## src/hw/radio_core_defs.svh

```systemverilog
// Offsets, field positions, reset values and counts of the radio control block.
`ifndef RADIO_CORE_DEFS_SVH
`define RADIO_CORE_DEFS_SVH

`define CTRL_TWO_ADDR      32'h4000_0200
`define PROBE_IRQ_ADDR     32'h4000_0204

`define MHZ_MSB            14
`define MHZ_LSB            9
`define PERMIT_BIT         8
`define EDGE_SEEN_BIT      7
`define CLK_SRC_BIT        6
`define FLIP_BIT           5
`define PICK_MSB           4
`define PICK_LSB           3
`define FAULT_MASK_BIT     2
`define FAULT_CLEAR_BIT    1
`define FAULT_FLAG_BIT     0

`define MHZ_RESET          6'h00
`define FAULT_MASK_RESET   1'b1
`define CHAN_RESET         8'h00

`define PERMIT_SLOW_EDGES  4

`endif

```

## src/hw/radio_core_pkg.sv

```systemverilog
// Types shared by the radio control and probe register block.
package radio_core_pkg;

   typedef struct packed {
      logic [7:0] core_probe_word0;
      logic [7:0] core_probe_word1;
      logic [7:0] core_probe_word2;
      logic [7:0] rf_probe_word0;
      logic [7:0] rf_probe_word1;
   } probe_words_t;

   typedef struct packed {
      logic [5:0] master_clock_mhz;
      logic       probe_bus_bit_flip;
      logic [1:0] probe_bus_source_pick;
      logic       xmem_fault_irq_mask;
      logic       slow_clock_edge_seen;
      logic       xmem_fault_flag;
   } ctrl_t;

   typedef struct packed {
      logic       probe_event_flag;
      logic       probe_event_edge;
      logic [2:0] probe_event_bit_pick;
      logic [1:0] probe_event_word_pick;
      logic       probe_event_mask;
   } chan_t;

   typedef enum logic [1:0] {
      PERMIT_IDLE  = 2'b00,
      PERMIT_WAIT  = 2'b01,
      PERMIT_GRANT = 2'b10
   } permit_state_t;

endpackage : radio_core_pkg

```

## src/hw/radio_core_ctrl_diag_regs.sv

```systemverilog
// Control, probe multiplexer and probe edge interrupt registers over APB.
`timescale 1ns/1ps
`default_nettype none
`include "radio_core_defs.svh"

module radio_core_ctrl_diag_regs #(
   parameter int PERMIT_SLOW_EDGES = `PERMIT_SLOW_EDGES
) (
   input  wire logic                         pclk,
   input  wire logic                         presetn,
   input  wire logic                         ce,
   input  wire logic                         psel,
   input  wire logic                         penable,
   input  wire logic                         pwrite,
   input  wire logic [31:0]                  paddr,
   input  wire logic [31:0]                  pwdata,
   output var  logic [31:0]                  prdata,
   output var  logic                         pready,
   output var  logic                         pslverr,
   input  wire logic                         slow_clk,
   input  wire logic                         slow_timer_reset,
   input  wire logic                         deep_sleep_request,
   input  wire logic                         sleep_exit_irq,
   input  wire logic                         core_on_master_clk,
   input  wire logic                         slow_wake_irq,
   input  wire logic                         deep_sleep_flag_slow,
   input  wire logic                         xmem_fault_signal,
   input  wire radio_core_pkg::probe_words_t probe_in,
   output var  logic [5:0]                   master_clock_mhz,
   output var  logic                         core_powerdown_permit,
   output var  logic [7:0]                   port0_probe,
   output var  logic [3:0]                   port1_probe,
   output var  logic                         radio_core_fault_irq,
   output var  logic                         probe_event_irq
);

   function automatic logic [7:0] pick_word(
      input radio_core_pkg::probe_words_t w,
      input logic [1:0]                   sel
   );
      case (sel)
         2'h0:    pick_word = w.core_probe_word0;
         2'h1:    pick_word = w.core_probe_word1;
         2'h2:    pick_word = w.rf_probe_word0;
         default: pick_word = w.rf_probe_word1;
      endcase
   endfunction : pick_word

   // ---------------- APB decode ----------------
   logic hit_ctrl;
   logic hit_irq;
   logic setup;
   logic wr_done;
   logic rd_done;
   logic [31:0] next_prdata;
   logic [31:0] read_word;

   assign hit_ctrl = (paddr == `CTRL_TWO_ADDR);
   assign hit_irq  = (paddr == `PROBE_IRQ_ADDR);
   assign setup    = ce && psel && !penable;
   assign pready   = ce;
   assign pslverr  = psel && penable && !hit_ctrl && !hit_irq;
   assign wr_done  = ce && psel && penable && pwrite;
   assign rd_done  = ce && psel && penable && !pwrite && hit_irq;

   // ---------------- Synchronisers ----------------
   // Slow clock and slow-domain status pass two flops; the third flop only
   // serves the edge detector so the first stage is never read by logic.
   logic [2:0] slow_meta;
   logic [2:0] slow_sync;
   logic       slow_prev;
   logic       slow_rise;
   logic       src_flag;
   logic       slow_clk_meta;
   logic       slow_clk_sync;

   always_ff @(posedge pclk or negedge presetn) begin
      if (!presetn) begin
         slow_meta <= 3'h0;
         slow_sync <= 3'h0;
         slow_prev <= 1'b0;
      end else if (ce) begin
         slow_meta <= {core_on_master_clk, slow_wake_irq,
                       deep_sleep_flag_slow};
         slow_sync <= slow_meta;
         slow_prev <= slow_clk_sync;
      end
   end

   always_ff @(posedge pclk or negedge presetn) begin
      if (!presetn) begin
         slow_clk_meta <= 1'b0;
         slow_clk_sync <= 1'b0;
      end else if (ce) begin
         slow_clk_meta <= slow_clk;
         slow_clk_sync <= slow_clk_meta;
      end
   end

   assign slow_rise = slow_clk_sync && !slow_prev;
   assign src_flag  = slow_sync[2];

   // ---------------- Control register ----------------
   radio_core_pkg::ctrl_t ctrl;
   radio_core_pkg::ctrl_t next_ctrl;
   logic                  next_fault_irq;

   always_comb begin
      next_ctrl = ctrl;
      if (wr_done && hit_ctrl) begin
         next_ctrl.master_clock_mhz =
            pwdata[`MHZ_MSB:`MHZ_LSB];
         next_ctrl.probe_bus_bit_flip    = pwdata[`FLIP_BIT];
         next_ctrl.probe_bus_source_pick =
            pwdata[`PICK_MSB:`PICK_LSB];
         next_ctrl.xmem_fault_irq_mask   = pwdata[`FAULT_MASK_BIT];
         if (!pwdata[`EDGE_SEEN_BIT])
            next_ctrl.slow_clock_edge_seen = 1'b0;
         if (pwdata[`FAULT_CLEAR_BIT])
            next_ctrl.xmem_fault_flag = 1'b0;
      end
      // Hardware sets come last so an event in the clearing cycle survives.
      if (slow_rise && !slow_timer_reset)
         next_ctrl.slow_clock_edge_seen = 1'b1;
      if (xmem_fault_signal)
         next_ctrl.xmem_fault_flag = 1'b1;
      next_fault_irq = next_ctrl.xmem_fault_flag
                       && next_ctrl.xmem_fault_irq_mask;
   end

   always_ff @(posedge pclk or negedge presetn) begin
      if (!presetn) begin
         ctrl                      <= '0;
         ctrl.master_clock_mhz     <= `MHZ_RESET;
         ctrl.xmem_fault_irq_mask  <= `FAULT_MASK_RESET;
         radio_core_fault_irq      <= 1'b0;
      end else if (ce) begin
         ctrl                 <= next_ctrl;
         radio_core_fault_irq <= next_fault_irq;
      end
   end

   assign master_clock_mhz = ctrl.master_clock_mhz;

   // ---------------- Powerdown permit sequence ----------------
   radio_core_pkg::permit_state_t permit_state;
   radio_core_pkg::permit_state_t next_permit_state;
   logic [7:0] permit_count;
   logic [7:0] next_permit_count;
   logic       req_prev;

   always_comb begin
      next_permit_state = permit_state;
      next_permit_count = permit_count;
      case (permit_state)
         radio_core_pkg::PERMIT_IDLE: begin
            next_permit_count = 8'h00;
            if (deep_sleep_request && !req_prev)
               next_permit_state = radio_core_pkg::PERMIT_WAIT;
         end
         radio_core_pkg::PERMIT_WAIT: begin
            // The sequence advances only on slow clock edges.
            if (slow_rise) begin
               if (permit_count == 8'(PERMIT_SLOW_EDGES - 1))
                  next_permit_state = radio_core_pkg::PERMIT_GRANT;
               else
                  next_permit_count = permit_count + 8'h01;
            end
            if (sleep_exit_irq)
               next_permit_state = radio_core_pkg::PERMIT_IDLE;
         end
         radio_core_pkg::PERMIT_GRANT: begin
            if (sleep_exit_irq)
               next_permit_state = radio_core_pkg::PERMIT_IDLE;
         end
         default: next_permit_state = radio_core_pkg::PERMIT_IDLE;
      endcase
   end

   always_ff @(posedge pclk or negedge presetn) begin
      if (!presetn) begin
         permit_state <= radio_core_pkg::PERMIT_IDLE;
         permit_count <= 8'h00;
         req_prev     <= 1'b0;
      end else if (ce) begin
         permit_state <= next_permit_state;
         permit_count <= next_permit_count;
         req_prev     <= deep_sleep_request;
      end
   end

   assign core_powerdown_permit =
      (permit_state == radio_core_pkg::PERMIT_GRANT);

   // ---------------- Probe bus to pins ----------------
   logic [7:0] probe_bus;
   logic [7:0] next_port0;

   always_comb begin
      case (ctrl.probe_bus_source_pick)
         2'h0: probe_bus = {probe_in.core_probe_word2[7:5],
                            probe_in.core_probe_word1[4:3],
                            probe_in.core_probe_word0[2:0]};
         2'h1: probe_bus = {probe_in.core_probe_word2[7:5],
                            probe_in.core_probe_word1[4:3],
                            probe_in.core_probe_word0[2],
                            slow_sync[1], slow_sync[0]};
         2'h2: probe_bus = probe_in.rf_probe_word0;
         default: probe_bus = probe_in.rf_probe_word1;
      endcase
      if (ctrl.probe_bus_bit_flip)
         next_port0 = {<<{probe_bus}};
      else
         next_port0 = probe_bus;
   end

   always_ff @(posedge pclk or negedge presetn) begin
      if (!presetn) begin
         port0_probe <= 8'h00;
         port1_probe <= 4'h0;
      end else if (ce) begin
         port0_probe <= next_port0;
         port1_probe <= next_port0[3:0];
      end
   end

   // ---------------- Probe edge channels 3..1 ----------------
   radio_core_pkg::chan_t chan [3:1];
   logic [3:1]            chan_pulse;

   genvar gi;
   generate
      for (gi = 1; gi <= 3; gi++) begin : g_chan
         radio_core_pkg::chan_t next_chan;
         logic [7:0]            sel_word;
         logic                  bit_now;
         logic                  bit_prev;
         logic                  armed;
         logic                  next_armed;
         logic                  hit;
         logic                  next_pulse;

         always_comb begin
            sel_word = pick_word(probe_in,
                                 chan[gi].probe_event_word_pick);
            bit_now  = sel_word[chan[gi].probe_event_bit_pick];
            // A reset or a new selection would look like an edge, so the
            // detector waits one cycle for bit_prev to catch up first.
            next_armed = !(wr_done && hit_irq);
            hit = armed && (chan[gi].probe_event_edge
                            ? (bit_prev && !bit_now)
                            : (!bit_prev && bit_now));
            next_chan = chan[gi];
            if (wr_done && hit_irq)
               next_chan = radio_core_pkg::chan_t'(
                  {chan[gi].probe_event_flag, pwdata[8*gi +: 7]});
            // Only a flag that the read returned is cleared.
            if (rd_done && prdata[8*gi+7])
               next_chan.probe_event_flag = 1'b0;
            if (hit)
               next_chan.probe_event_flag = 1'b1;
            next_pulse = next_chan.probe_event_flag
                         && !chan[gi].probe_event_flag
                         && chan[gi].probe_event_mask;
         end

         always_ff @(posedge pclk or negedge presetn) begin
            if (!presetn) begin
               chan[gi]       <= `CHAN_RESET;
               bit_prev       <= 1'b0;
               armed          <= 1'b0;
               chan_pulse[gi] <= 1'b0;
            end else if (ce) begin
               chan[gi]       <= next_chan;
               bit_prev       <= bit_now;
               armed          <= next_armed;
               chan_pulse[gi] <= next_pulse;
            end
         end
      end
   endgenerate

   assign probe_event_irq = |chan_pulse;

   // ---------------- Read data ----------------
   // Read data is captured in the setup cycle, so the access cycle returns
   // it from a flop at the cost of no extra wait state.
   always_comb begin
      read_word = 32'h0000_0000;
      if (hit_ctrl) begin
         read_word[`MHZ_MSB:`MHZ_LSB] = ctrl.master_clock_mhz;
         read_word[`PERMIT_BIT]       = core_powerdown_permit;
         read_word[`EDGE_SEEN_BIT]    = ctrl.slow_clock_edge_seen;
         read_word[`CLK_SRC_BIT]      = src_flag;
         read_word[`FLIP_BIT]         = ctrl.probe_bus_bit_flip;
         read_word[`PICK_MSB:`PICK_LSB] = ctrl.probe_bus_source_pick;
         read_word[`FAULT_MASK_BIT]   = ctrl.xmem_fault_irq_mask;
         read_word[`FAULT_FLAG_BIT]   = ctrl.xmem_fault_flag;
      end else if (hit_irq) begin
         read_word = {chan[3], chan[2], chan[1], 8'h00};
      end
      next_prdata = setup ? read_word : prdata;
   end

   always_ff @(posedge pclk or negedge presetn) begin
      if (!presetn)
         prdata <= 32'h0000_0000;
      else
         prdata <= next_prdata;
   end

endmodule : radio_core_ctrl_diag_regs
`default_nettype wire

```

## config.mk

```make
export PLATFORM = sky130hd
export DESIGN_NAME = radio_core_ctrl_diag_regs
export DESIGN_NICKNAME = d
export VERILOG_FILES = /design/src/hw/radio_core_pkg.sv /design/src/hw/radio_core_ctrl_diag_regs.sv
export VERILOG_INCLUDE_DIRS = /design/src /design/src/hw
export SDC_FILE = /design/constraint.sdc
export NUM_CORES = 1
export LEC_CHECK = 0
export BUFFER_PORTS_ARGS = -buffer_cell sky130_fd_sc_hd__buf_2
export CAP_MARGIN = 20
export CORE_ASPECT_RATIO = 0.75
export CORE_MARGIN = 10
export CORE_UTILIZATION = 47
export CTS_BUF_LIST = sky130_fd_sc_hd__clkbuf_4 sky130_fd_sc_hd__clkbuf_8 sky130_fd_sc_hd__clkbuf_16
export DETAILED_ROUTE_END_ITERATION = 12
export PLACE_DENSITY = 0.87
export SLEW_MARGIN = 20
export SYNTH_ARGS = -nofsm -noshare
export SYNTH_HDL_FRONTEND = slang
export SYNTH_SLANG_ARGS = --single-unit
export TNS_END_PERCENT = 1
```

## constraint.sdc

```tcl
create_clock -name pclk -period 2.07 [get_ports pclk]
set_input_delay 0.207 -clock pclk [delete_from_list [all_inputs] [get_ports pclk]]
set_output_delay 0.207 -clock pclk [all_outputs]
set_load 0.05 [all_outputs]
```

Word level (Yosys, flattened, before mapping). Index checks and enable logic that the tools add are counted.

Equality and inequality tests: 20. Order comparisons: 3. Reductions and logical operators: 63. Add/subtract/negate cells: 1. Muxes and demuxes: 39.

Operators with widths (number): case mux 8 bit (3 select lines) (4); == test 32 x 31 -> 1 bit (second input constant) (2); logical AND 1 bit (33); two-way mux 32 bit (1); two-way mux 8 bit (3); two-way mux 1 bit (18); logical NOT 1 bit (17); two-way mux 17 bit (1); case mux 8 bit (2 select lines) (1); two-way mux 13 bit (1); less-than comparator 3 x 4 -> 1 bit (second input constant) (3); == test 2 x 1 -> 1 bit (second input constant) (5); == test 2 bit (second input constant) (5); logical NOT 2 bit (5); two-way mux 2 bit (5); binary-select mux 1 bit (select 3 bit) (3); adder 8 x 1 -> 8 bit (second input constant) (1); == test 8 x 2 -> 1 bit (second input constant) (1); inequality test 2 bit (second input constant) (4); inequality test 3 bit (second input constant) (2); case mux 2 bit (3 select lines) (1); AND reduction 5 bit (1); AND reduction 2 bit (2); AND reduction 4 bit (1); other kinds (5) (6).

Register bits: 108.

Logic depth before layout (Yosys ltp).
Depth after elaboration: 11. Mapped depth: 7. Mapped depth without buffers: 6.

Worst setup path before layout. OpenSTA, ideal clock, no wires.

Path kind: reg2reg. From: register permit_count[0]. To: register permit_count[4]. Required time: 1.975 ns. Path buffers: 1. Stages on the path, launching flop included: 8. Arrival: 1.990 ns. Path slack: -0.015 ns. Cell sequence: dfrtp_1 ha_1 nor4b_1 a21bo_2 a211o_1 or2_2 clkbuf_1 o31ai_1.

Cells in the longest elaborated chain, start to end: 4. Elaborated cells between the ends (all ways): 7. Those cells by class: add/sub (1); eq/ne (2); mux (3); reduce/logical (1).

Ends and longest elaborated chain: from (decl) (line radio_core_ctrl_diag_regs.sv:148) `logic [7:0] permit_count;`; from (signal assigned) (line radio_core_ctrl_diag_regs.sv:187) `permit_count <= next_permit_count;`; adder 8 x 1 -> 8 bit (line radio_core_ctrl_diag_regs.sv:167) `next_permit_count = permit_count + 8'h01;`; two-way mux 8 bit (line radio_core_ctrl_diag_regs.sv:164) `if (permit_count == 8'(PERMIT_SLOW_EDGES - 1))`; two-way mux 8 bit (line radio_core_ctrl_diag_regs.sv:163) `if (slow_rise) begin`; case mux 8 bit (2 select lines) (line radio_core_ctrl_diag_regs.sv:155) `case (permit_state)`.

Several ways; a longest one is shown, not always the timed one. The select of a mux whose other input is x is not followed. A chain may end at the register's enable or synchronous reset.

Final worst setup path.
From: register chan[9] (netlist bit). To: register g_chan[2].bit_prev.

Cells in the longest elaborated chain, start to end: 4. Elaborated cells between the ends (all ways): 6. Those cells by class: eq/ne (2); mux (3); reduce/logical (1).

Ends and longest elaborated chain: from (decl) (line radio_core_ctrl_diag_regs.sv:228) `radio_core_pkg::chan_t chan [3:1];`; from (signal, indexed assignment) (line radio_core_ctrl_diag_regs.sv:269) `` chan[gi] <= `CHAN_RESET; ``; from (signal, indexed assignment) (line radio_core_ctrl_diag_regs.sv:274) `chan[gi] <= next_chan;`; == test 2 bit, or another cell as far along (line radio_core_ctrl_diag_regs.sv:41) `case (sel)`; case mux 8 bit (3 select lines) * (line radio_core_ctrl_diag_regs.sv:41); binary-select mux 1 bit (select 3 bit) * (line radio_core_ctrl_diag_regs.sv:246) `bit_now = sel_word[chan[gi].probe_event_bit_pick];`; two-way mux 1 bit (not written as such) * (line radio_core_ctrl_diag_regs.sv:246); to (signal assigned) (line radio_core_ctrl_diag_regs.sv:275) `bit_prev <= bit_now;`; to (decl) (line radio_core_ctrl_diag_regs.sv:237) `logic bit_prev;`.

Every way passes the cells marked *; elsewhere a longest branch is shown, timed or not. The select of a mux whose other input is x is not followed.

==> metrics.cfg <==
[global_route]
antenna_found_initial = 0
gr-total-overflow = 0
grt_usage = 0.1986
grt_pass1_vias = 5121
grt_max_degree = 52
grt_pass1_wl_mm = 27.18

[yosys]
syn_inst = 530
synth_area_um2 = 5647
ys_types = 57
synth-seq-cells = 103
synth.avg_cell_area_um2 = 10.65
async_flop_share = 1.000
ys_warn_count = 0
synth-edff-count = 0
synthFlopType = dfrtp_1
syn-num-nets = 649
synth_seq_area_share = 0.4567

[flow_run]
maxCapViolations = 0

[pwr]
p_per_area_nw_per_um2 = 651.1
p_sw_uw = 1319
pwr-share-seq = 0.475
pwr-share-comb = 0.166
swShare = 0.2883
power.internal_uw = 3256
peakVddDrop_mv = 0.4938
p_clk_frac = 0.359
p_leak_uw = 0.003213

[detailed_routing]
ant_nets = 0
met2_length_mm = 7.851
drt-pass1-iter-count = 5
first_iter_violations = 370
drt-met1-wl_mm = 7.254
via_per_inst = 5.749
vias = 4904
post-route-drc-count = 0
wl_met3_mm = 1.470
topRoutingLayerUsed = met4
wl_per_cell_um = 19.68
finalWirelength_mm = 16.79

[critical_path]
worstSetupStartpoint = chan[9]$_DFFE_PN0P_
endpoint_kind = flip-flop
regToRegSetupSlack_ns = -0.07
crit_path_start_kind = flip-flop
r2r.worst_path.cells = 6
reg2reg_from = chan[9]$_DFFE_PN0P_
crit_required_ns = 2.31
critPathKind = reg2reg
crit_path_max_fanout = 4
r2r_end = g_chan[2].bit_prev$_DFFE_PN0P_
crit_arrival_ns = 2.38

[sta]
post-route-period-util = 1.033
grt_setup_unrepaired = true
finalMaxSlewViolations = 0
fin_skew_ns = 0.005854
setup_viol = 2
min_period_ns = 2.138
fmax_ghz = 0.4678
tightest_slew_ns = 0.5869
setup_ws_ns = -0.06751
hold_viol = 0
slew_headroom = 0.6088
worst_hold_slack_ns = 0.07085

[clocking]
htree_levels = 3
cts_max_path_buffers = 2
postCtsSetupRepairBufs = 0
numClockSinks = 103
clkTransAtPathRegs_ns = 0.07
cts_buffers = 9
root_buffer = clkbuf_16
cts_tree = yes
insertion_delay_ns = 0.35

[finish]
layout_commonest_cell = buf_2
drive_gt1_frac = 0.4226
area_growth_pct = 24.44
final_cell_mix = buf_2, dfrtp_1, nand2_1
design_area_um2 = 7027
final_nets = 805
diodes = 0

[floorplanning]
num_io_pins = 173
start_util = 0.4844
rows = 34
die_w_um = 146.6
dieArea_um2 = 16840
die_h_um = 114.9
coreArea_um2 = 11660

[placement]
gp_congestion = 0.9153
portBuffers = 161
dp_hpwl_mm = 12.91
placed_area_um2 = 6668

[status]
violations = negative setup slack
status = complete, but fails checks

[worst_hold_path]
hp-start = xmem_fault_signal
min_path_type = in2reg
min_path_cells = 3
hold_end = ctrl[0]$_DFFE_PN0P_

==> how the worst max path moves through the flow <==
stage,to,slack [ns],depth (start not counted)
final,g_chan[2].bit_prev$_DFFE_PN0P_,-0.07,6
after global routing,g_chan[2].bit_prev$_DFFE_PN0P_,-0.12,6
after CTS,g_chan[2].bit_prev$_DFFE_PN0P_,-0.04,6
after detailed placement,g_chan[2].bit_prev$_DFFE_PN0P_,-0.05,6
after global placement,g_chan[2].bit_prev$_DFFE_PN0P_,-0.07,6
after floorplan,permit_count[4]$_DFFE_PN0P_,0.02,7
==> Yosys cell counts (4+ instances only) <==
cell	number	area share
nor2b_1	7	0.0078
buf_2	6	0.0053
a22oi_1	5	0.0066
nor4_1	9	0.010
a22o_1	4	0.0062
o31ai_1	8	0.011
inv_1	10	0.0066
nand3_1	27	0.024
a21oi_1	13	0.012
mux2i_1	33	0.058
nand4_1	5	0.0055
nor3_1	7	0.0062
nand2b_1	6	0.0066
and3_1	6	0.0066
mux4_2	17	0.068
buf_1	4	0.0027
dfrtp_1	102	0.45
a221oi_1	8	0.012
nand2_1	58	0.039
clkbuf_1	18	0.012
nor2_1	39	0.026
buf_4	12	0.016
mux2_2	48	0.096
o21ai_0	31	0.027
==> power by group through the flow <==
stage                     logic (uW)  registers, uW  clock network, uW
final                            761           2170               1640
after floorplan                  323           2320                  0
after global routing             824           2180               1750
after global placement           726           2200                  0
after CTS                        756           2170               1670
after detailed placement         750           2210                  0
==> layout make-up <==
type,instances,area (um^2)
inverter,10,37.54
fill,1036,4629
clock buffer,12,254.0
tap,162,202.7
clock inverter,4,30.03
multi-input combinational,374,2863
timing repair buffer,188,1059
sequential,103,2581
==> cells by family after synthesis <==
group / Yosys count / synth area share
and+or+nand+nor: 183 / 0.1584
DFF: 103 / 0.4567
muxes: 99 / 0.2267
AOI/OAI and AO/OA: 90 / 0.1064
buffers and inverters: 53 / 0.04897
adders and majority gates: 1 / 0.002215
other: 1 / 0.0006641
==> state kept, by name (all words and copies together), names as in the netlist, 6 cells and up <==
signal	cells
port0_probe	8
ctrl	6
master_clock_mhz	6
prdata	31
chan	24
permit_count	8
==> critical path, cell delays in order (launching register included) <==
cell,delay (ns)
dfrtp_1,0.42
buf_6,0.15
mux4_2,0.51
mux2i_2,0.21
nor3b_2,0.09
or3_4,0.38
mux2_2,0.27
==> stage by stage <==
step                      utilization  setup TNS, ns  setup slack [ns]  power (uW)  std cells
after floorplan                     -              0           0.02102        2647        530
after detailed placement       0.5720       -0.07886          -0.05336        2957        836
final                          0.6028       -0.07726          -0.06751        4575        853
after global routing           0.6028        -0.2242           -0.1235        4754        853
after CTS                      0.5992       -0.04223          -0.04223        4598        853
after global placement         0.5720        -0.1094          -0.07077        2923        836
==> layer usage <==
| layer | track usage | up-vias |
|---|---|---|
| met5 | 0 | - |
| met1 | 0.2475 | 2405 |
| li1 | - | 2247 |
| met2 | 0.3234 | 231 |
| met3 | 0.07420 | 21 |
| met4 | 0.04790 | 0 |
==> what timing repair did <==
| action | 4_1_cts | 5_1_grt |
|---|---|---|
| hold endpoints to repair | 37 | 0 |
| resized for setup | 4 | 10 |
| setup endpoints to repair | 2 | 13 |
| pin swaps | 3 | 0 |
| hold buffers | 1 | 0 |
Power figures use the tool's default switching activity.
